File: src/design/edge_shaping_defs.vh
`ifndef EDGE_SHAPING_DEFS_VH
`define EDGE_SHAPING_DEFS_VH

// Register word indices of the Type F shaping parameter bank; the byte
// address on the bus is four times the index.
`define ADDR_RESID_212     8'h34
`define ADDR_TYPE_212      8'h35
`define ADDR_STYLE_212     8'h36
`define ADDR_LENGTH_212    8'h37
`define ADDR_RESID_424     8'h38
`define ADDR_TYPE_424      8'h39
`define ADDR_STYLE_424     8'h3A
`define ADDR_LENGTH_424    8'h3B
// Selects the 424 kbit/s set; this is the rate control register.
`define ADDR_RATE_CTRL     8'h40
// Read-only view of the edge timer: busy flag and state index.
`define ADDR_ACTIVE_STAT   8'h44

// Writable bit masks; reserved bits read back as zero.
`define MASK_TYPE          8'hFF
`define MASK_STYLE         8'h77
`define MASK_LENGTH        8'h9F
`define MASK_RESID         8'hFF

// Reset values.
`define RST_BYTE           8'h00

// Field positions.
`define FALL_NIB_HI        7
`define FALL_NIB_LO        4
`define RISE_NIB_HI        3
`define RISE_NIB_LO        0
`define FALL_STY_HI        6
`define FALL_STY_LO        4
`define RISE_STY_HI        2
`define RISE_STY_LO        0
`define LEN_DOUBLE_BIT     7
`define LEN_COUNT_HI       4
`define LEN_COUNT_LO       0

// Edge kind codes.
`define KIND_RAMP1         4'h1
`define KIND_RAMP2         4'h2
`define KIND_RAMP3         4'h3
`define KIND_LUT_PLAIN     4'h4
`define KIND_LUT_CORR      4'h5
`define KIND_LUT_NOCORR    4'h6

`endif

File: src/design/type_f_tx_edge_shaping_config.v
// Functional notes
// - codes 1..3 give one to three ramps.
// - codes 4..6 select table shaping modes.
// - upper nibble falling, lower nibble rising.
// - firmware codes: falling style is time constant.
// - table codes: falling style picks table.
// - firmware codes: rising style is time constant.
// - table codes: rising style picks table.
// - length bit seven doubles each state.
// - five-bit count of states, both edges.
// - residual amplitude scales carrier linearly.
// - separate sets for 212 and 424.
`timescale 1ns/1ps

module type_f_tx_edge_shaping_config (
  // AHB-Lite clock and reset.
  input  wire        hclk,
  input  wire        hresetn,
  // AHB-Lite slave port.
  input  wire        hsel,
  input  wire [31:0] haddr,
  input  wire [1:0]  htrans,
  input  wire        hwrite,
  input  wire [2:0]  hsize,
  input  wire [31:0] hwdata,
  input  wire        hready,
  output wire        hreadyout,
  output wire        hresp,
  output reg  [31:0] hrdata,
  // Transmitter timing inputs, same clock domain.
  input  wire        carrier_tick,
  input  wire        fall_start,
  input  wire        rise_start,
  // Shaping controls to the driver.
  // All shaping controls come from flip-flops.
  output reg  [7:0]  residual_level,
  output reg  [1:0]  fall_ramps,
  output reg         fall_lut_en,
  output reg         fall_supply_adapt,
  output reg         fall_supply_corr,
  output reg  [2:0]  fall_time_const,
  output reg  [1:0]  fall_lut_sel,
  output reg  [1:0]  rise_ramps,
  output reg         rise_lut_en,
  output reg         rise_supply_adapt,
  output reg         rise_supply_corr,
  output reg  [2:0]  rise_time_const,
  output reg  [1:0]  rise_lut_sel,
  output wire [4:0]  edge_state_idx,
  output wire        edge_active
);

  `include "edge_shaping_defs.vh"

  // ****************************************************************
  // Register storage.
  // ****************************************************************
  // Two complete parameter sets are kept so that software may prepare
  // the next rate while the current one is in use.
  // All settings reset to zero: the 212 kbit/s set, with no shaping.
  reg [7:0] resid_212_ff;          // Residual level, 212 kbit/s.
  reg [7:0] edge_type_212_ff;      // Edge kinds, 212 kbit/s.
  reg [7:0] edge_style_212_ff;     // Edge styles, 212 kbit/s.
  reg [7:0] edge_length_212_ff;    // Edge length, 212 kbit/s.
  reg [7:0] resid_424_ff;          // Residual level, 424 kbit/s.
  reg [7:0] edge_type_424_ff;      // Edge kinds, 424 kbit/s.
  reg [7:0] edge_style_424_ff;     // Edge styles, 424 kbit/s.
  reg [7:0] edge_length_424_ff;    // Edge length, 424 kbit/s.
  reg       rate_424_ff;           // High when the 424 set is used.

  // ****************************************************************
  // AHB-Lite address phase capture.
  // ****************************************************************
  // The slave never stalls: reads are answered from flip-flops loaded in
  // the address phase, and writes land at the end of the data phase,
  // when hwdata stands. Only a whole-word transfer is expected; a
  // narrower one still writes the low byte.
  reg       wr_pend_ff;            // Write data phase pending.
  reg [7:0] wr_addr_ff;            // Captured write address.
  wire      take;                  // Valid transfer accepted.

  // A transfer is taken only when the bus is ready and the master
  // marks it as non-sequential or sequential.
  assign take      = hsel && hready && htrans[1];
  // Every access completes at once with an okay response.
  assign hreadyout = 1'b1;
  assign hresp     = 1'b0;

  // Word index of a byte address; the low two bits are the byte lane.
  // Address bits above the index are not decoded, so the bank repeats
  // through the address space.
  function [7:0] reg_index;
    input [31:0] addr;
    begin
      reg_index = addr[9:2];
    end
  endfunction

  // Latches write address; zero wait states.
  // Only the data phase of a write is remembered; a read needs no
  // state because its data is loaded in the address phase.
  always @(posedge hclk or negedge hresetn) begin
    if (!hresetn) begin
      wr_pend_ff <= 1'b0;
      wr_addr_ff <= 8'h00;
    end else begin
      wr_pend_ff <= take && hwrite;
      if (take) begin
        wr_addr_ff <= reg_index(haddr);
      end
    end
  end

  // Returns a byte with reserved bits forced to zero.
  // Used on every write but the rate control so that reserved bits are always stored as
  // zero and are ignored by the decoders.
  function [7:0] keep;
    input [7:0] val;
    input [7:0] mask;
    begin
      keep = val & mask;
    end
  endfunction

  // Writes registers in the data phase.
  // Settings change only here, so the residual level and decoded edge outputs
  // move just after a write and never on their own; the timer outputs follow starts and ticks.
  always @(posedge hclk or negedge hresetn) begin
    if (!hresetn) begin
      resid_212_ff       <= `RST_BYTE;
      edge_type_212_ff   <= `RST_BYTE;
      edge_style_212_ff  <= `RST_BYTE;
      edge_length_212_ff <= `RST_BYTE;
      resid_424_ff       <= `RST_BYTE;
      edge_type_424_ff   <= `RST_BYTE;
      edge_style_424_ff  <= `RST_BYTE;
      edge_length_424_ff <= `RST_BYTE;
      rate_424_ff        <= 1'b0;
    end else if (wr_pend_ff) begin
      case (wr_addr_ff)
        `ADDR_RESID_212: begin
          resid_212_ff <= keep(hwdata[7:0], `MASK_RESID);
        end
        `ADDR_TYPE_212: begin
          edge_type_212_ff <= keep(hwdata[7:0], `MASK_TYPE);
        end
        `ADDR_STYLE_212: begin
          edge_style_212_ff <= keep(hwdata[7:0], `MASK_STYLE);
        end
        `ADDR_LENGTH_212: begin
          edge_length_212_ff <= keep(hwdata[7:0], `MASK_LENGTH);
        end
        `ADDR_RESID_424: begin
          resid_424_ff <= keep(hwdata[7:0], `MASK_RESID);
        end
        `ADDR_TYPE_424: begin
          edge_type_424_ff <= keep(hwdata[7:0], `MASK_TYPE);
        end
        `ADDR_STYLE_424: begin
          edge_style_424_ff <= keep(hwdata[7:0], `MASK_STYLE);
        end
        `ADDR_LENGTH_424: begin
          edge_length_424_ff <= keep(hwdata[7:0], `MASK_LENGTH);
        end
        // Bit zero selects the 424 kbit/s set; the other bits are unused.
        `ADDR_RATE_CTRL: begin
          rate_424_ff <= hwdata[0];
        end
        // Unmapped writes are dropped.
        // Reads of those indices return zero, except the active status index.
        default: begin
          rate_424_ff <= rate_424_ff;
        end
      endcase
    end
  end

  // ****************************************************************
  // Active set selection.
  // ****************************************************************
  // The rate bit switches every setting at once, so the driver never
  // sees a mix of the two sets.
  wire [7:0] act_type;             // Edge kinds in use.
  wire [7:0] act_style;            // Edge styles in use.
  wire [7:0] act_length;           // Edge length in use.

  assign act_type   = rate_424_ff ? edge_type_424_ff   : edge_type_212_ff;
  assign act_style  = rate_424_ff ? edge_style_424_ff  : edge_style_212_ff;
  assign act_length = rate_424_ff ? edge_length_424_ff : edge_length_212_ff;

  // The level is linear in carrier amplitude: zero holds no carrier and
  // all ones holds the full carrier during modulation.
  // The level follows the rate bit one cycle after a write.
  // residual level registered out.
  always @(posedge hclk or negedge hresetn) begin
    if (!hresetn) begin
      residual_level <= 8'h00;
    end else begin
      residual_level <= rate_424_ff ? resid_424_ff : resid_212_ff;
    end
  end

  // ****************************************************************
  // Edge decoders.
  // ****************************************************************
  // Each nibble of the active kind byte is decoded on its own, with its
  // style field; reserved codes decode to all zeros, leaving no shaping.
  wire [1:0] nxt_fall_ramps;       // Decoded falling ramp count.
  wire       nxt_fall_lut_en;      // Decoded falling table enable.
  wire       nxt_fall_adapt;       // Decoded falling supply adaptation.
  wire       nxt_fall_corr;        // Decoded falling supply correction.
  wire [2:0] nxt_fall_tc;          // Decoded falling time constant.
  wire [1:0] nxt_fall_sel;         // Decoded falling table number.
  wire [1:0] nxt_rise_ramps;       // Decoded rising ramp count.
  wire       nxt_rise_lut_en;      // Decoded rising table enable.
  wire       nxt_rise_adapt;       // Decoded rising supply adaptation.
  wire       nxt_rise_corr;        // Decoded rising supply correction.
  wire [2:0] nxt_rise_tc;          // Decoded rising time constant.
  wire [1:0] nxt_rise_sel;         // Decoded rising table number.

  // Falling edge uses the upper nibble and the upper style field.
  // falling nibble decode.
  edge_kind_decode u_fall (
    .kind           (act_type[`FALL_NIB_HI:`FALL_NIB_LO]),
    .style          (act_style[`FALL_STY_HI:`FALL_STY_LO]),
    .ramp_count     (nxt_fall_ramps),
    .lut_enable     (nxt_fall_lut_en),
    .supply_adapt   (nxt_fall_adapt),
    .supply_correct (nxt_fall_corr),
    .time_const     (nxt_fall_tc),
    .lut_index      (nxt_fall_sel)
  );

  // Rising edge uses the lower nibble and the lower style field.
  // rising nibble decode.
  edge_kind_decode u_rise (
    .kind           (act_type[`RISE_NIB_HI:`RISE_NIB_LO]),
    .style          (act_style[`RISE_STY_HI:`RISE_STY_LO]),
    .ramp_count     (nxt_rise_ramps),
    .lut_enable     (nxt_rise_lut_en),
    .supply_adapt   (nxt_rise_adapt),
    .supply_correct (nxt_rise_corr),
    .time_const     (nxt_rise_tc),
    .lut_index      (nxt_rise_sel)
  );

  // ****************************************************************
  // Registered shaping controls.
  // ****************************************************************
  // Registering the decode keeps glitches of the set mux away from the
  // analog driver; the cost is one cycle of latency after a write or a
  // change of rate.
  always @(posedge hclk or negedge hresetn) begin
    if (!hresetn) begin
      fall_ramps        <= 2'd0;
      fall_lut_en       <= 1'b0;
      fall_supply_adapt <= 1'b0;
      fall_supply_corr  <= 1'b0;
      fall_time_const   <= 3'd0;
      fall_lut_sel      <= 2'd0;
      rise_ramps        <= 2'd0;
      rise_lut_en       <= 1'b0;
      rise_supply_adapt <= 1'b0;
      rise_supply_corr  <= 1'b0;
      rise_time_const   <= 3'd0;
      rise_lut_sel      <= 2'd0;
    end else begin
      fall_ramps        <= nxt_fall_ramps;
      fall_lut_en       <= nxt_fall_lut_en;
      fall_supply_adapt <= nxt_fall_adapt;
      fall_supply_corr  <= nxt_fall_corr;
      fall_time_const   <= nxt_fall_tc;
      fall_lut_sel      <= nxt_fall_sel;
      rise_ramps        <= nxt_rise_ramps;
      rise_lut_en       <= nxt_rise_lut_en;
      rise_supply_adapt <= nxt_rise_adapt;
      rise_supply_corr  <= nxt_rise_corr;
      rise_time_const   <= nxt_rise_tc;
      rise_lut_sel      <= nxt_rise_sel;
    end
  end

  // Either start pulse restarts the shared timer when the state count is not zero; a start during a
  // running edge begins the pattern again from its first state.
  // The timer counts carrier cycles, not bus clocks; carrier_tick must
  // be a one-cycle pulse per carrier cycle.
  // shared doubling and count.
  edge_len_timer u_timer (
    .hclk         (hclk),
    .hresetn      (hresetn),
    .carrier_tick (carrier_tick),
    .edge_start   (fall_start | rise_start),
    .double_len   (act_length[`LEN_DOUBLE_BIT]),
    .state_count  (act_length[`LEN_COUNT_HI:`LEN_COUNT_LO]),
    .state_idx_ff (edge_state_idx),
    .edge_busy_ff (edge_active)
  );

  // ****************************************************************
  // Read data.
  // ****************************************************************
  // Reserved bits were cleared on the way in, so each register reads
  // back exactly what the shaping logic uses.
  reg [7:0] rd_byte;               // Selected read byte.

  // Picks the addressed register.
  // The mux reads the address phase directly, since hrdata is loaded
  // on the same edge that takes the read.
  always @* begin
    case (reg_index(haddr))
      `ADDR_RESID_212:   rd_byte = resid_212_ff;
      `ADDR_TYPE_212:    rd_byte = edge_type_212_ff;
      `ADDR_STYLE_212:   rd_byte = edge_style_212_ff;
      `ADDR_LENGTH_212:  rd_byte = edge_length_212_ff;
      `ADDR_RESID_424:   rd_byte = resid_424_ff;
      `ADDR_TYPE_424:    rd_byte = edge_type_424_ff;
      `ADDR_STYLE_424:   rd_byte = edge_style_424_ff;
      `ADDR_LENGTH_424:  rd_byte = edge_length_424_ff;
      `ADDR_RATE_CTRL:   rd_byte = {7'd0, rate_424_ff};
      `ADDR_ACTIVE_STAT: rd_byte = {2'd0, edge_active, edge_state_idx};
      default:           rd_byte = 8'h00;
    endcase
  end

  // Registers read data for the data phase.
  // The read word holds its value until the next read; upper bytes
  // are always zero.
  always @(posedge hclk or negedge hresetn) begin
    if (!hresetn) begin
      hrdata <= 32'h0000_0000;
    end else if (take && !hwrite) begin
      hrdata <= {24'h00_0000, rd_byte};
    end
  end

endmodule // type_f_tx_edge_shaping_config

File: src/design/edge_kind_decode.v
`timescale 1ns/1ps

// ****************************************************************
// Decodes one edge kind nibble and its style field.
// ****************************************************************
module edge_kind_decode (
  // Selector inputs.
  input  wire [3:0] kind,
  input  wire [2:0] style,
  // Decoded controls.
  output reg  [1:0] ramp_count,
  output reg        lut_enable,
  output reg        supply_adapt,
  output reg        supply_correct,
  output reg  [2:0] time_const,
  output reg  [1:0] lut_index
);

  `include "edge_shaping_defs.vh"

  // Maps a code to its ramp count, table and supply options.
  always @* begin
    ramp_count     = 2'd0;
    lut_enable     = 1'b0;
    supply_adapt   = 1'b0;
    supply_correct = 1'b0;
    time_const     = 3'd0;
    lut_index      = 2'd0;
    case (kind)
      `KIND_RAMP1, `KIND_RAMP2, `KIND_RAMP3: begin
        ramp_count = kind[1:0];
        time_const = style;
      end
      `KIND_LUT_PLAIN: begin
        lut_enable = 1'b1;
        lut_index  = style[1:0];
      end
      `KIND_LUT_CORR: begin
        lut_enable     = 1'b1;
        supply_adapt   = 1'b1;
        supply_correct = 1'b1;
        lut_index      = style[1:0];
      end
      `KIND_LUT_NOCORR: begin
        lut_enable   = 1'b1;
        supply_adapt = 1'b1;
        lut_index    = style[1:0];
      end
      default: begin
        ramp_count = 2'd0;
      end
    endcase
  end

endmodule // edge_kind_decode

File: src/design/edge_len_timer.v
`timescale 1ns/1ps

// ****************************************************************
// Counts carrier cycles per transition state.
// ****************************************************************
module edge_len_timer (
  // Clock and reset.
  input  wire       hclk,
  input  wire       hresetn,
  // Carrier cycle strobe and edge request.
  input  wire       carrier_tick,
  input  wire       edge_start,
  input  wire       double_len,
  input  wire [4:0] state_count,
  // Progress.
  output reg  [4:0] state_idx_ff,
  output reg        edge_busy_ff
);

  reg       half_ff;     // Second carrier cycle of a doubled state.
  reg [4:0] nxt_idx;     // Next state index.
  reg       nxt_busy;    // Next busy flag.
  reg       nxt_half;    // Next half flag.

  // Steps through the active states of one edge.
  always @* begin
    nxt_idx  = state_idx_ff;
    nxt_busy = edge_busy_ff;
    nxt_half = half_ff;
    if (edge_start && state_count != 5'd0) begin
      nxt_idx  = 5'd0;
      nxt_busy = 1'b1;
      nxt_half = 1'b0;
    end else if (edge_busy_ff && carrier_tick) begin
      if (double_len && !half_ff) begin
        nxt_half = 1'b1;
      end else begin
        nxt_half = 1'b0;
        if (state_idx_ff == state_count - 5'd1) begin
          nxt_busy = 1'b0;
        end else begin
          nxt_idx = state_idx_ff + 5'd1;
        end
      end
    end
  end

  // State registers.
  always @(posedge hclk or negedge hresetn) begin
    if (!hresetn) begin
      state_idx_ff <= 5'd0;
      edge_busy_ff <= 1'b0;
      half_ff      <= 1'b0;
    end else begin
      state_idx_ff <= nxt_idx;
      edge_busy_ff <= nxt_busy;
      half_ff      <= nxt_half;
    end
  end

endmodule // edge_len_timer

File: config.mk
export PLATFORM = sky130hd
export DESIGN_NAME = type_f_tx_edge_shaping_config
export DESIGN_NICKNAME = d
export VERILOG_FILES = /design/src/design/type_f_tx_edge_shaping_config.v /design/src/design/edge_kind_decode.v /design/src/design/edge_len_timer.v
export VERILOG_INCLUDE_DIRS = /design/src /design/src/design
export SDC_FILE = /design/constraint.sdc
export NUM_CORES = 1
export LEC_CHECK = 0
export BUFFER_PORTS_ARGS = -buffer_cell sky130_fd_sc_hd__buf_4
export CAP_MARGIN = 20
export CORE_MARGIN = 5
export CORE_UTILIZATION = 57
export CTS_CLUSTER_DIAMETER = 150
export CTS_CLUSTER_SIZE = 12
export DETAILED_ROUTE_END_ITERATION = 8
export PLACE_DENSITY = 0.85
export SLEW_MARGIN = 10
export SYNTH_ARGS = -nofsm -noshare
export SYNTH_HDL_FRONTEND = slang
export SYNTH_SLANG_ARGS = --single-unit
File: constraint.sdc
create_clock -name hclk -period 7.25 [get_ports hclk]
set_input_delay 1.45 -clock hclk [delete_from_list [all_inputs] [get_ports hclk]]
set_output_delay 1.45 -clock hclk [all_outputs]
set_load 0.02 [all_outputs]
# Word level (Yosys, flattened, before mapping)
# Cells that the tools add are included.
# op_classes
bitwise_logic,1
n_mux,28
n_eq_ne,34
add_sub_neg,2
reduce_logical,29
# op_table
op,count
$eq 8x6->1 const B,16
$pmux 8 s10,1
$eq 4x3->1 const B,6
$eq 8x7->1 const B,3
$mux 8,3
$mux 5,4
$reduce_and 2->1,9
$eq 4x2->1 const B,4
$mux 1,13
$reduce_or 3->1,4
$eq 4x1->1 const B,2
$mux 2,4
$logic_and 1x1->1,7
$mux 7,1
$mux 3,2
$reduce_and 3->1,2
$add 5x1->5 const B,1
$eq 5x5->1,1
$reduce_bool 5->1,1
$sub 5x1->5 const B,1
$ne 2x1->1 const B,2
$reduce_bool 2->1,2
$reduce_or 2->1,2
$logic_not 1->1,2
$or 1x1->1,1
# totals
output_inout_bits,68
reg_bits,109
word_cells,122

# Depth between registers and ports, before layout
# Gate-level depths: netlist of run 1.
# depth
ltp_word,7
depth_mapped,11

# Modules after synthesis
# A second synthesis of run 1 with hierarchy kept.
# hier_totals
hier_cells,449
hier_area_um2,5515.3
# by_module_without_submodules
module,cells_each,area_each_um2,seq_area_each_um2,instances
type_f_tx_edge_shaping_config,362,4760.8,2552.4,1
edge_len_timer,59,549.3,175.2,1
edge_kind_decode,14,102.6,0.0,2

# Worst setup path before layout of run 1
# No wires, ideal clock.
# synth_timing
kind,input to register
from,input haddr[8]
to,register hrdata[2]
slack_ns,4.497
arrival_ns,2.632
t_required_ns,7.129
setup_ns,0.121
stages,7
path_cell_list,and4bb_1 -> and3_1 -> clkbuf_1 -> a32o_1 -> a21oi_1 -> o221ai_1 -> a22o_1
# synth_via
elab_chain_cells,2
word_cells_on_any_way,11
classes_between,10 x eq/ne; 1 x mux
# synth_rtl
element,line,source
"start, declared",type_f_tx_edge_shaping_config.v:21,"input wire [31:0] haddr,"
$eq 8x7->1 / $eq 8x6->1 (equally long branches),type_f_tx_edge_shaping_config.v:310,case (reg_index(haddr))
$pmux 8 s10 (*),type_f_tx_edge_shaping_config.v:310,
"end signal, assigned",type_f_tx_edge_shaping_config.v:332,"hrdata <= {24'h00_0000, rd_byte};"
"end, declared",type_f_tx_edge_shaping_config.v:29,"output reg [31:0] hrdata,"
# Mark *: on every way between the ends. The rest lies on a longest branch, timed or not.
# A chain may end at the register's enable or synchronous reset.

# Worst setup path after layout of run 1
# layout_timing
from,input haddr[5]
to,register hrdata[4]
# The elaborated chain is that of the path after synthesis.

==> results of run 1 <==
logic make-up (layout without fill, tap and decap cells):
kind of cell | Yosys count | count (layout) | synth area share
AND/OR/NAND/NOR | 120 | 120 | 0.107
buffers and inverters | 58 | 96 | 0.0608
XOR/XNOR | 10 | 10 | 0.0161
flip-flops | 109 | 109 | 0.501
other | 2 | 26 | 0.00138
adder cells (fa/ha/maj) | 3 | 3 | 0.00689
multiplexers | 99 | 99 | 0.200
AO/OA/AOI/OAI | 79 | 79 | 0.107
through the flow:
step                worst slack (ps)  hold WS, ps  cells  total power, W
finish                          4400          510    671         0.00117
global route                    4290          532    671         0.00122
CTS                             4470          512    671         0.00118
detailed placement              4060          487    655        0.000823
global placement                4090          470    655        0.000815
floorplan                       4500          473    504        0.000776
routing by layer:
layer,vias to the layer above,GRT usage,wire (um)
met3,23,0.0540,1010
li1,1786,-,-
met2,187,0.355,5870
met1,1966,0.304,5200
met4,0,0.0866,335
met5,-,0,0
registers in the layout, summed over array words and instances, names as in the netlist, 3 cells and up:
name	flops
edge_type_212_ff	8
rise_time_const	3
edge_type_424_ff	8
edge_length_424_ff	6
resid_212_ff	8
edge_style_424_ff	6
residual_level	8
u_timer.state_idx_ff	5
edge_length_212_ff	6
resid_424_ff	8
hrdata	8
wr_addr_ff	8
fall_time_const	3
edge_style_212_ff	6
cells in the final DEF, fill, tap and decap left out, drive strengths merged, types with 11 or more instances in the layout:
master,count
mux2,72
buf,68
conb,26
o21ai,11
mux2i,27
nor2,40
dfrtp,109
inv,17
nand2,27
a21oi,11
nor3,12
nand3,11
final cells by class:
type,instances,share of cell area
Sequential cell,109,0.446
Multi-Input combinational cell,337,0.406
Timing Repair Buffer,68,0.0835
Tap cell,129,0.0264
Clock buffer,9,0.0203
Clock inverter,7,0.0104
Inverter,12,0.00737
worst max path at each step:
stage / from / endpoint / cells past startpoint
after global placement: haddr[5] / hrdata[4]$_DFFE_PN0P_ / 7
after detailed placement: haddr[8] / hrdata[3]$_DFFE_PN0P_ / 7
after global routing: haddr[8] / hrdata[3]$_DFFE_PN0P_ / 7
after floorplan: haddr[8] / hrdata[2]$_DFFE_PN0P_ / 7
final: haddr[5] / hrdata[4]$_DFFE_PN0P_ / 7
after CTS: haddr[8] / hrdata[3]$_DFFE_PN0P_ / 7
worst reg2reg max path: stages, from the launching register on:
cell and delay, ps:
dfrtp_2 370, buf_4 550, mux2i_2 430, ha_1 300, xnor2_1 180, a211oi_2 50
o211a_2 200, a211oi_1 320, mux2i_1 210
power by group through the flow:
stage / combinational [W] / clock [W] / sequential [W]
after floorplan: 0.000107 / 0 / 0.000669
after global placement: 0.000147 / 0 / 0.000668
after detailed placement: 0.000153 / 0 / 0.000671
after CTS: 0.000154 / 0.000363 / 0.000659
after global routing: 0.000170 / 0.000390 / 0.000663
final: 0.000154 / 0.000355 / 0.000659
==> results.py, run 1 <==
metrics = {
    "status": {
        "status": "finished, final reports clean",
    },
    "clock_network": {
        "hold_buffers": 0,
        "h-tree-depth": 3,
        "cts_max_path_buffers": 2,
        "cts_sinks": 109,
        "cts_resized": 0,
        "clockRootBuffer": "clkbuf_8",
        "cts.clk_slew.worst_paths_ps": 100,
        "insertion_delay_ps": 380,
        "cts_inserted_buffers": 9,
        "cts_tree": "yes",
        "cts_post_setup_buffers_inserted": 0,
    },
    "die": {
        "fp.dieH_um": 108,
        "die_x_um": 108,
        "die_area_sq_um": 11600,
        "io-pin-count": 145,
        "coreArea_sq_um": 9280,
        "rows": 35,
        "initial_utilization": 0.587,
    },
    "worst_setup_path": {
        "r2r-start": "rate_424_ff$_DFFE_PN0P_",
        "crit_type": "input pin to flip-flop",
        "critPathLaunchType": "input pin",
        "rrSetupSlack_ps": 4570,
        "slowest_delay_ps": 400,
        "cp_max_fo": 11,
        "r2r_cells": 8,
        "worst_r2r_endpoint": "u_timer.state_idx_ff[2]$_DFFE_PN0P_",
        "worstPathRequired_ps": 7510,
        "cp_slowest_cell": "a211oi_1",
        "worstPathArrival_ps": 3110,
        "cp_top_family": "compound AO/OA/AOI/OAI gates",
        "crit_chain": "buf_4 -> and2b_1 -> and2_1 -> a22oi_1 -> nor3_1 -> a211oi_1 -> o21ai_1",
        "end_kind": "flip-flop",
        "path_buf_inv": 1,
    },
    "logic_synthesis": {
        "synth.distinct_cells": 55,
        "ys.flop_type": "dfrtp_1",
        "synth_area_leaders": "dfrtp_1 (50%), mux2_1 (12%), mux2i_1 (4.6%)",
        "synth_most_common_cell": "dfrtp_1",
        "synth_top_cell_by_area": "dfrtp_1",
        "synthArstFlopShare": 1.00,
        "synth_area_per_cell_sq_um": 11.4,
        "seq_area_frac_synth": 0.501,
        "synth-edff-count": 0,
        "synth_commonest_cells": "dfrtp_1 (109), mux2_1 (59), nor2_1 (38)",
        "synth_seq_cells": 109,
        "syn_area_sq_um": 5450,
        "syn_inst": 480,
        "synth_top_cell_area_share": 0.501,
        "ys_warn_count": 0,
    },
    "power": {
        "p_per_area_nw_per_um2": 191,
        "p_comb_frac": 0.132,
        "switching_share": 0.292,
        "pwr-share-seq": 0.564,
        "internal_power_w": 0.000827,
        "vdd_drop_max_v": 0.000117,
        "total_leakage_power_nw": 2.87,
        "p_switching_w": 0.000341,
        "pwr-share-clk": 0.304,
    },
    "sta": {
        "skew_ps": 13.9,
        "fmax_mhz": 350,
        "finalHoldViolations": 0,
        "finalSetupViolations": 0,
        "drv_slew": 0,
        "fin_setup_tns_ps": 0,
        "period_needed_ps": 2850,
        "slew_headroom": 0.468,
        "rsz0062_at_grt": "no",
        "tightest_slew_ps": 797,
        "finalCritPeriodShare": 0.394,
    },
    "routing": {
        "drtIter0Drc": 359,
        "vias_per_cell": 5.90,
        "vias": 3962,
        "wl_per_cell_um": 18.5,
        "totalWireLength_mm": 12.4,
        "postRouteAntennaNets": 0,
        "drcViolationCount": 0,
        "drtPass1Iterations": 5,
    },
    "global_routing": {
        "grt_max_degree": 63,
        "grt_pass1_wl_mm": 20.2,
        "grt_pass1_vias": 3846,
        "grt_usage": 0.226,
        "antenna_found_initial": 0,
        "grt-ovfl-total": 0,
    },
    "finish": {
        "final_core_util": 0.658,
        "layout.nets": 617,
        "ff_latch_area_sq_um": 2730,
        "diodes": 0,
        "area_delta_synth_final_pct": 12.2,
        "nFillCells": 727,
        "multi_input_area_sq_um": 2480,
        "final_area_sq_um": 6110,
        "drive_gt1_frac": 0.194,
    },
    "job": {
        "cap_violations": 0,
    },
    "place": {
        "io_buffers": 66,
        "place_congestion": 0.904,
        "hpwl_mm": 8.88,
        "place_area_sq_um": 5930,
    },
    "worst_hold_path": {
        "hold_path_end": "hrdata[1]$_DFFE_PN0P_",
        "min_path_cells": 2,
        "hp-start": "hrdata[1]$_DFFE_PN0P_",
        "hold_class": "flip-flop to flip-flop",
    },
}
Note: power is estimated with default switching activity, not from simulation.
==> inputs of run 2 (changes only) <==
--- a/config.mk
+++ b/config.mk
@@ -6,14 +6,15 @@
 export SDC_FILE = /design/constraint.sdc
 export NUM_CORES = 1
 export LEC_CHECK = 0
+export ABC_AREA = 1
 export BUFFER_PORTS_ARGS = -buffer_cell sky130_fd_sc_hd__buf_4
 export CAP_MARGIN = 20
 export CORE_MARGIN = 5
-export CORE_UTILIZATION = 57
+export CORE_UTILIZATION = 48
 export CTS_CLUSTER_DIAMETER = 150
 export CTS_CLUSTER_SIZE = 12
 export DETAILED_ROUTE_END_ITERATION = 8
-export PLACE_DENSITY = 0.85
+export PLACE_DENSITY = 0.77
 export SLEW_MARGIN = 10
 export SYNTH_ARGS = -nofsm -noshare
 export SYNTH_HDL_FRONTEND = slang
==> constraint.sdc (replaced) <==
create_clock -name hclk -period 2.4 [get_ports hclk]
set_input_delay 0.48 -clock hclk [delete_from_list [all_inputs] [get_ports hclk]]
set_output_delay 0.48 -clock hclk [all_outputs]
set_load 0.02 [all_outputs]
==> run 2 against run 1 <==
  * Worst setup slack worse by 4200 ps
  * Combinational power rose to 3.4 times the previous value
  * Non-clock buffer count grew 7
  * Sequential power increased to 3.0 times the previous value
  * Clock power increased to 4.2 times the previous value
  * Total power grew to 3.4 times the previous value
  * Die area up 18%
  * Via count increased by 18%
  * Register-to-register slack got worse by 4300 ps
  * Global-route usage fell by 1.7 points
  * Sequential cell count unchanged
  * Final area increased by 3.8%
  * Highest routed layer unchanged
==> results.py, run 2 <==
metrics = {
    "logic_synthesis": {
        "synth_most_common_cell": "nand2_1",
        "synth_commonest_cells": "nand2_1 (187), dfrtp_1 (109), o21ai_0 (85)",
        "synth_seq_cells": 109,
        "synth_top_cell_by_area": "dfrtp_1",
        "syn_inst": 681,
        "synth.distinct_cells": 37,
        "synth_area_leaders": "dfrtp_1 (50%), nand2_1 (13%), o21ai_0 (7.7%)",
        "synth-edff-count": 0,
        "synth_area_per_cell_sq_um": 8.08,
        "synth_top_cell_area_share": 0.495,
        "ys_warn_count": 0,
        "syn_area_sq_um": 5510,
        "ys.flop_type": "dfrtp_1",
        "synthArstFlopShare": 1.00,
        "seq_area_frac_synth": 0.495,
    },
    "finish": {
        "layout.nets": 826,
        "nFillCells": 1037,
        "final_common_cell": "nand2_1",
        "diodes": 0,
        "area_delta_synth_final_pct": 15.3,
        "ff_latch_area_sq_um": 2730,
        "drive_gt1_frac": 0.184,
        "most-common-layout-cells": "nand2_1 (187), dfrtp_1 (109), o21ai_0 (85), buf_4 (73), inv_1 (57)",
        "multi_input_area_sq_um": 2290,
        "final_core_util": 0.561,
        "fin_cells": 894,
    },
    "die": {
        "die_x_um": 117,
        "die_area_sq_um": 13700,
        "io-pin-count": 145,
        "rows": 39,
        "fp.dieH_um": 117,
        "initial_utilization": 0.486,
        "coreArea_sq_um": 11300,
    },
    "global_routing": {
        "grt-ovfl-total": 0,
        "grt_max_degree": 45,
        "grt_usage": 0.209,
        "grt_pass1_wl_mm": 21.9,
        "grt_pass1_vias": 4422,
        "antenna_found_initial": 0,
    },
    "power": {
        "pwr-share-clk": 0.375,
        "total_leakage_power_nw": 3.41,
        "p_per_area_nw_per_um2": 631,
        "p_comb_frac": 0.131,
        "internal_power_w": 0.00289,
        "vdd_drop_max_v": 0.000421,
        "p_switching_w": 0.00111,
        "pwr-share-seq": 0.494,
        "switching_share": 0.277,
    },
    "place": {
        "post-place-ws_ps": 314,
        "place_congestion": 0.898,
        "hpwl_mm": 10.1,
        "dp_cells": 878,
        "io_buffers": 66,
    },
    "routing": {
        "vias": 4685,
        "drtIter0Drc": 474,
        "totalWireLength_mm": 13.7,
        "wl_per_cell_um": 15.3,
        "drtPass1Iterations": 5,
        "drcViolationCount": 0,
        "postRouteAntennaNets": 0,
        "vias_per_cell": 5.24,
    },
    "worst_setup_path": {
        "cp_max_fo": 8,
        "slowest_delay_ps": 530,
        "path_common_cell": "nand2_1",
        "worstPathRequired_ps": 2640,
        "r2r-start": "rate_424_ff$_DFFE_PN0P_",
        "worst_r2r_endpoint": "u_timer.state_idx_ff[1]$_DFFE_PN0P_",
        "rrSetupSlack_ps": 250,
        "critPathLaunchType": "flip-flop",
        "cp_top_family": "simple AND/OR/NAND/NOR gates",
        "end_kind": "flip-flop",
        "crit_type": "flip-flop to flip-flop",
        "path_buf_inv": 2,
        "crit_chain": "buf_4 -> nand2_1 -> nand2_2 -> ha_1 -> inv_1 -> nand2_1 -> nand2_1 -> nand2_1 -> nand3_2 -> nor2_4 -> nand3_4 -> nand2_2 -> nand2_1 -> nand2_1 -> nor2_1",
        "cp_slowest_cell": "dfrtp_1",
        "r2r_cells": 15,
        "worstPathArrival_ps": 2400,
    },
    "sta": {
        "tightest_slew_ps": 616,
        "fin_setup_tns_ps": 0,
        "finalWorstSetupSlack_ps": 246,
        "fmax_mhz": 464,
        "rsz0062_at_grt": "no",
        "finalCritPeriodShare": 0.897,
        "finalHoldViolations": 0,
        "slew_headroom": 0.590,
        "finalSetupViolations": 0,
        "skew_ps": 8.04,
        "hold_slack_ps": 142,
        "period_needed_ps": 2150,
        "drv_slew": 0,
    },
    "worst_hold_path": {
        "hold_class": "input pin to async pin",
    },
    "clock_network": {
        "cts_sinks": 109,
        "cts_max_path_buffers": 2,
        "cts.clk_slew.worst_paths_ps": 70,
        "cts_inserted_buffers": 9,
        "clockRootBuffer": "clkbuf_16",
        "cts_resized": 0,
        "h-tree-depth": 3,
        "hold_buffers": 0,
        "insertion_delay_ps": 350,
        "cts_post_setup_buffers_inserted": 0,
        "cts_tree": "yes",
    },
    "job": {
        "cap_violations": 0,
    },
    "status": {
        "status": "finished, final reports clean",
    },
}
-- run 2: changes by cell type in the layout (fill, tap and decap cells not counted), sizes merged, moves of 8 or more --
cell and change:
nand3 +47, mux2i -26, mux2 -72, a22oi -9, nand2 +176, nor2 +19
o21ai +87, inv +54, xnor2 -8
-- run 2: logic make-up (layout without fill, tap and decap cells) --
kind of cell	Yosys count	count (layout)	synth area share
compound gates	106	106	0.107
xor+xnor	1	1	0.00159
fa+ha+maj	3	3	0.00682
buf+inv	116	162	0.105
flops	109	109	0.495
mux	1	1	0.00182
other cells	2	26	0.00136
simple gates	343	343	0.281
-- run 2: layer usage --
layer	up-vias	track usage	wire, um
met3	25	0.0406	1230
met2	212	0.326	6370
met4	0	0.0833	335
li1	2253	-	-
met1	2195	0.290	5780
met5	-	0	0
-- run 2: power by group through the flow --
| stage | registers, W | clock network, W | logic (W) |
|---|---|---|---|
| finish | 0.00198 | 0.00150 | 0.000523 |
| global route | 0.00199 | 0.00158 | 0.000586 |
| CTS | 0.00198 | 0.00151 | 0.000525 |
| detailed placement | 0.00201 | 0 | 0.000521 |
| global placement | 0.00201 | 0 | 0.000509 |
| floorplan | 0.00203 | 0 | 0.000333 |
-- run 2: final cells by class --
class | instances | share of cell area
clock buffers | 11 | 0.0367
clock inverters | 5 | 0.00907
inverters | 71 | 0.0432
multi-input cells | 480 | 0.360
flip-flops and latches | 109 | 0.430
well taps | 143 | 0.0282
repair buffers | 75 | 0.0927
-- run 2: per-stage QoR --
stage               total power, W  instance area (sq um)
floorplan                  0.00237                   5600
global placement           0.00252                   6060
detailed placement         0.00253                   6060
CTS                        0.00401                   6350
global route               0.00415                   6350
finish                     0.00400                   6350
-- run 2: worst max-delay path by stage --
stage	start	to	slack (ps)	depth (start not counted)
final	rate_424_ff$_DFFE_PN0P_	u_timer.state_idx_ff[1]$_DFFE_PN0P_	250	15
after global placement	rate_424_ff$_DFFE_PN0P_	u_timer.state_idx_ff[1]$_DFFE_PN0P_	400	12
after detailed placement	rate_424_ff$_DFFE_PN0P_	u_timer.state_idx_ff[1]$_DFFE_PN0P_	310	15
after global routing	rate_424_ff$_DFFE_PN0P_	u_timer.state_idx_ff[1]$_DFFE_PN0P_	110	15
after floorplan	rate_424_ff$_DFFE_PN0P_	u_timer.state_idx_ff[1]$_DFFE_PN0P_	570	14
after CTS	rate_424_ff$_DFFE_PN0P_	u_timer.state_idx_ff[1]$_DFFE_PN0P_	260	15
==> inputs of run 3 (changes only) <==
--- a/config.mk
+++ b/config.mk
@@ -9,12 +9,11 @@
 export ABC_AREA = 1
 export BUFFER_PORTS_ARGS = -buffer_cell sky130_fd_sc_hd__buf_4
 export CAP_MARGIN = 20
-export CORE_MARGIN = 5
 export CORE_UTILIZATION = 48
 export CTS_CLUSTER_DIAMETER = 150
 export CTS_CLUSTER_SIZE = 12
 export DETAILED_ROUTE_END_ITERATION = 8
-export PLACE_DENSITY = 0.77
+export PLACE_DENSITY = 0.89
 export SLEW_MARGIN = 10
 export SYNTH_ARGS = -nofsm -noshare
 export SYNTH_HDL_FRONTEND = slang
==> run 3 against run 2 <==
  * Sequential cell count unchanged
  * Combinational power down 1%
  * First-iteration DRC count up 20%
  * Global-route usage up 3.7 points
  * Via count up 2.3%
  * Routed wire length down 2.0%
  * Non-clock buffer count unchanged
  * Final area about the same
  * Hold slack worse by 34 ps
==> results.py, run 3 (same netlist as run 2, synthesis figures left out) <==
metrics = {
    "status": {
        "status": "finished, final reports clean",
    },
    "clock_network": {
        "cts.clk_slew.worst_paths_ps": 70,
        "cts_max_path_buffers": 2,
        "hold_buffers": 0,
        "cts_post_setup_buffers_inserted": 0,
        "cts_resized": 0,
        "cts_inserted_buffers": 9,
        "cts_tree": "yes",
        "h-tree-depth": 3,
        "insertion_delay_ps": 350,
        "clockRootBuffer": "clkbuf_16",
        "cts_sinks": 109,
    },
    "sta": {
        "rsz0062_at_grt": "no",
        "slew_headroom": 0.640,
        "fmax_mhz": 463,
        "finalHoldViolations": 0,
        "tightest_slew_ps": 540,
        "finalSetupViolations": 0,
        "drv_slew": 0,
        "skew_ps": 8.65,
        "period_needed_ps": 2160,
        "finalCritPeriodShare": 0.900,
        "fin_setup_tns_ps": 0,
    },
    "global_routing": {
        "grt-ovfl-total": 0,
        "grt_max_degree": 51,
        "grt_pass1_wl_mm": 22.4,
        "grt_usage": 0.246,
        "antenna_found_initial": 0,
        "grt_pass1_vias": 4577,
    },
    "finish": {
        "final_area_sq_um": 6340,
        "drive_gt1_frac": 0.186,
        "layout.nets": 826,
        "final_core_util": 0.577,
        "nFillCells": 919,
        "area_delta_synth_final_pct": 15.2,
        "final_common_cell": "nand2_1",
        "most-common-layout-cells": "nand2_1 (187), dfrtp_1 (109), o21ai_0 (85), buf_4 (74), inv_1 (57)",
        "diodes": 0,
    },
    "routing": {
        "drtPass1Iterations": 5,
        "drcViolationCount": 0,
        "vias": 4793,
        "drtIter0Drc": 570,
        "wl_per_cell_um": 15.1,
        "vias_per_cell": 5.38,
        "postRouteAntennaNets": 0,
        "totalWireLength_mm": 13.4,
    },
    "place": {
        "hpwl_mm": 9.70,
        "place_area_sq_um": 6040,
        "place_congestion": 0.928,
        "io_buffers": 66,
    },
    "worst_setup_path": {
        "end_kind": "flip-flop",
        "worstPathRequired_ps": 2650,
        "r2r_cells": 13,
        "r2r-start": "rate_424_ff$_DFFE_PN0P_",
        "rrSetupSlack_ps": 240,
        "crit_type": "flip-flop to flip-flop",
        "critPathLaunchType": "flip-flop",
        "worst_r2r_endpoint": "u_timer.state_idx_ff[2]$_DFFE_PN0P_",
        "worstPathArrival_ps": 2410,
        "cp_max_fo": 19,
    },
    "power": {
        "p_per_area_nw_per_um2": 629,
        "power_w": 0.00399,
        "vdd_drop_max_v": 0.000343,
        "total_leakage_power_nw": 3.40,
    },
    "die": {
        "io-pin-count": 145,
        "die_area_sq_um": 11900,
        "initial_utilization": 0.501,
        "rows": 38,
        "coreArea_sq_um": 11000,
        "die_x_um": 109,
        "fp.dieH_um": 109,
    },
    "job": {
        "cap_violations": 0,
    },
    "worst_hold_path": {
        "hold_class": "input pin to async pin",
    },
}
## run 3: cell count changes in the layout (fill, tap and decap cells not counted), sizes merged
| cell | change |
|---|---|
| clkinv | -1 |
| inv | +1 |
| bufinv | -1 |
| clkinvlp | +2 |
| clkbuf | -1 |
## run 3: final cells by class
class,count,area (sq um),share of cell area
Timing Repair Buffer,75,576,0.0908
Clock inverter,6,62.6,0.00987
Multi-Input combinational cell,480,2290,0.361
Clock buffer,10,239,0.0377
Sequential cell,109,2730,0.430
Inverter,71,274,0.0432
Tap cell,140,175,0.0276
## run 3: through the flow
step	cells	setup slack [ps]	hold WS (ps)
after global routing	891	83.5	148
after global placement	875	367	466
after detailed placement	875	310	472
after CTS	891	239	125
after floorplan	705	572	184
final	891	241	108
## run 3: worst max-delay path by stage
stage | slack (ps) | startpoint | endpoint | cells after the start
2_1_floorplan | 570 | rate_424_ff$_DFFE_PN0P_ | u_timer.state_idx_ff[1]$_DFFE_PN0P_ | 14
3_3_place_gp | 370 | rate_424_ff$_DFFE_PN0P_ | u_timer.state_idx_ff[1]$_DFFE_PN0P_ | 13
3_5_place_dp | 310 | rate_424_ff$_DFFE_PN0P_ | u_timer.state_idx_ff[1]$_DFFE_PN0P_ | 13
4_1_cts | 240 | rate_424_ff$_DFFE_PN0P_ | u_timer.state_idx_ff[2]$_DFFE_PN0P_ | 15
5_1_grt | 80 | rate_424_ff$_DFFE_PN0P_ | u_timer.state_idx_ff[1]$_DFFE_PN0P_ | 15
6_report | 240 | rate_424_ff$_DFFE_PN0P_ | u_timer.state_idx_ff[2]$_DFFE_PN0P_ | 13
## run 3: power breakdown
group	switching [W]	internal [W]	leakage (nW)	total, W
logic	0.000356	0.000162	2.09	0.000517
registers	0.0000686	0.00191	1.17	0.00198
clock network	0.000728	0.000760	0.142	0.00149
## run 3: worst max-delay path, cell delays in order, from the launching register on
cell     delay [ps]
dfrtp_1         510
inv_8           190
nand2_2          80
nand2_2          80
inv_2            60
ha_1            310
xor2_1          180
nand3_2         120
nor2_4          130
nand3_4         130
nand3_1         120
nand2_1          70
inv_1            50
nor2_1           40
## run 3: routing by layer
metal	track usage	vias to the layer above	wire length [um]
met2	0.399	266	6540
met3	0.0472	35	1160
li1	-	2269	-
met4	0.0917	0	306
met1	0.325	2223	5440
met5	0	-	0
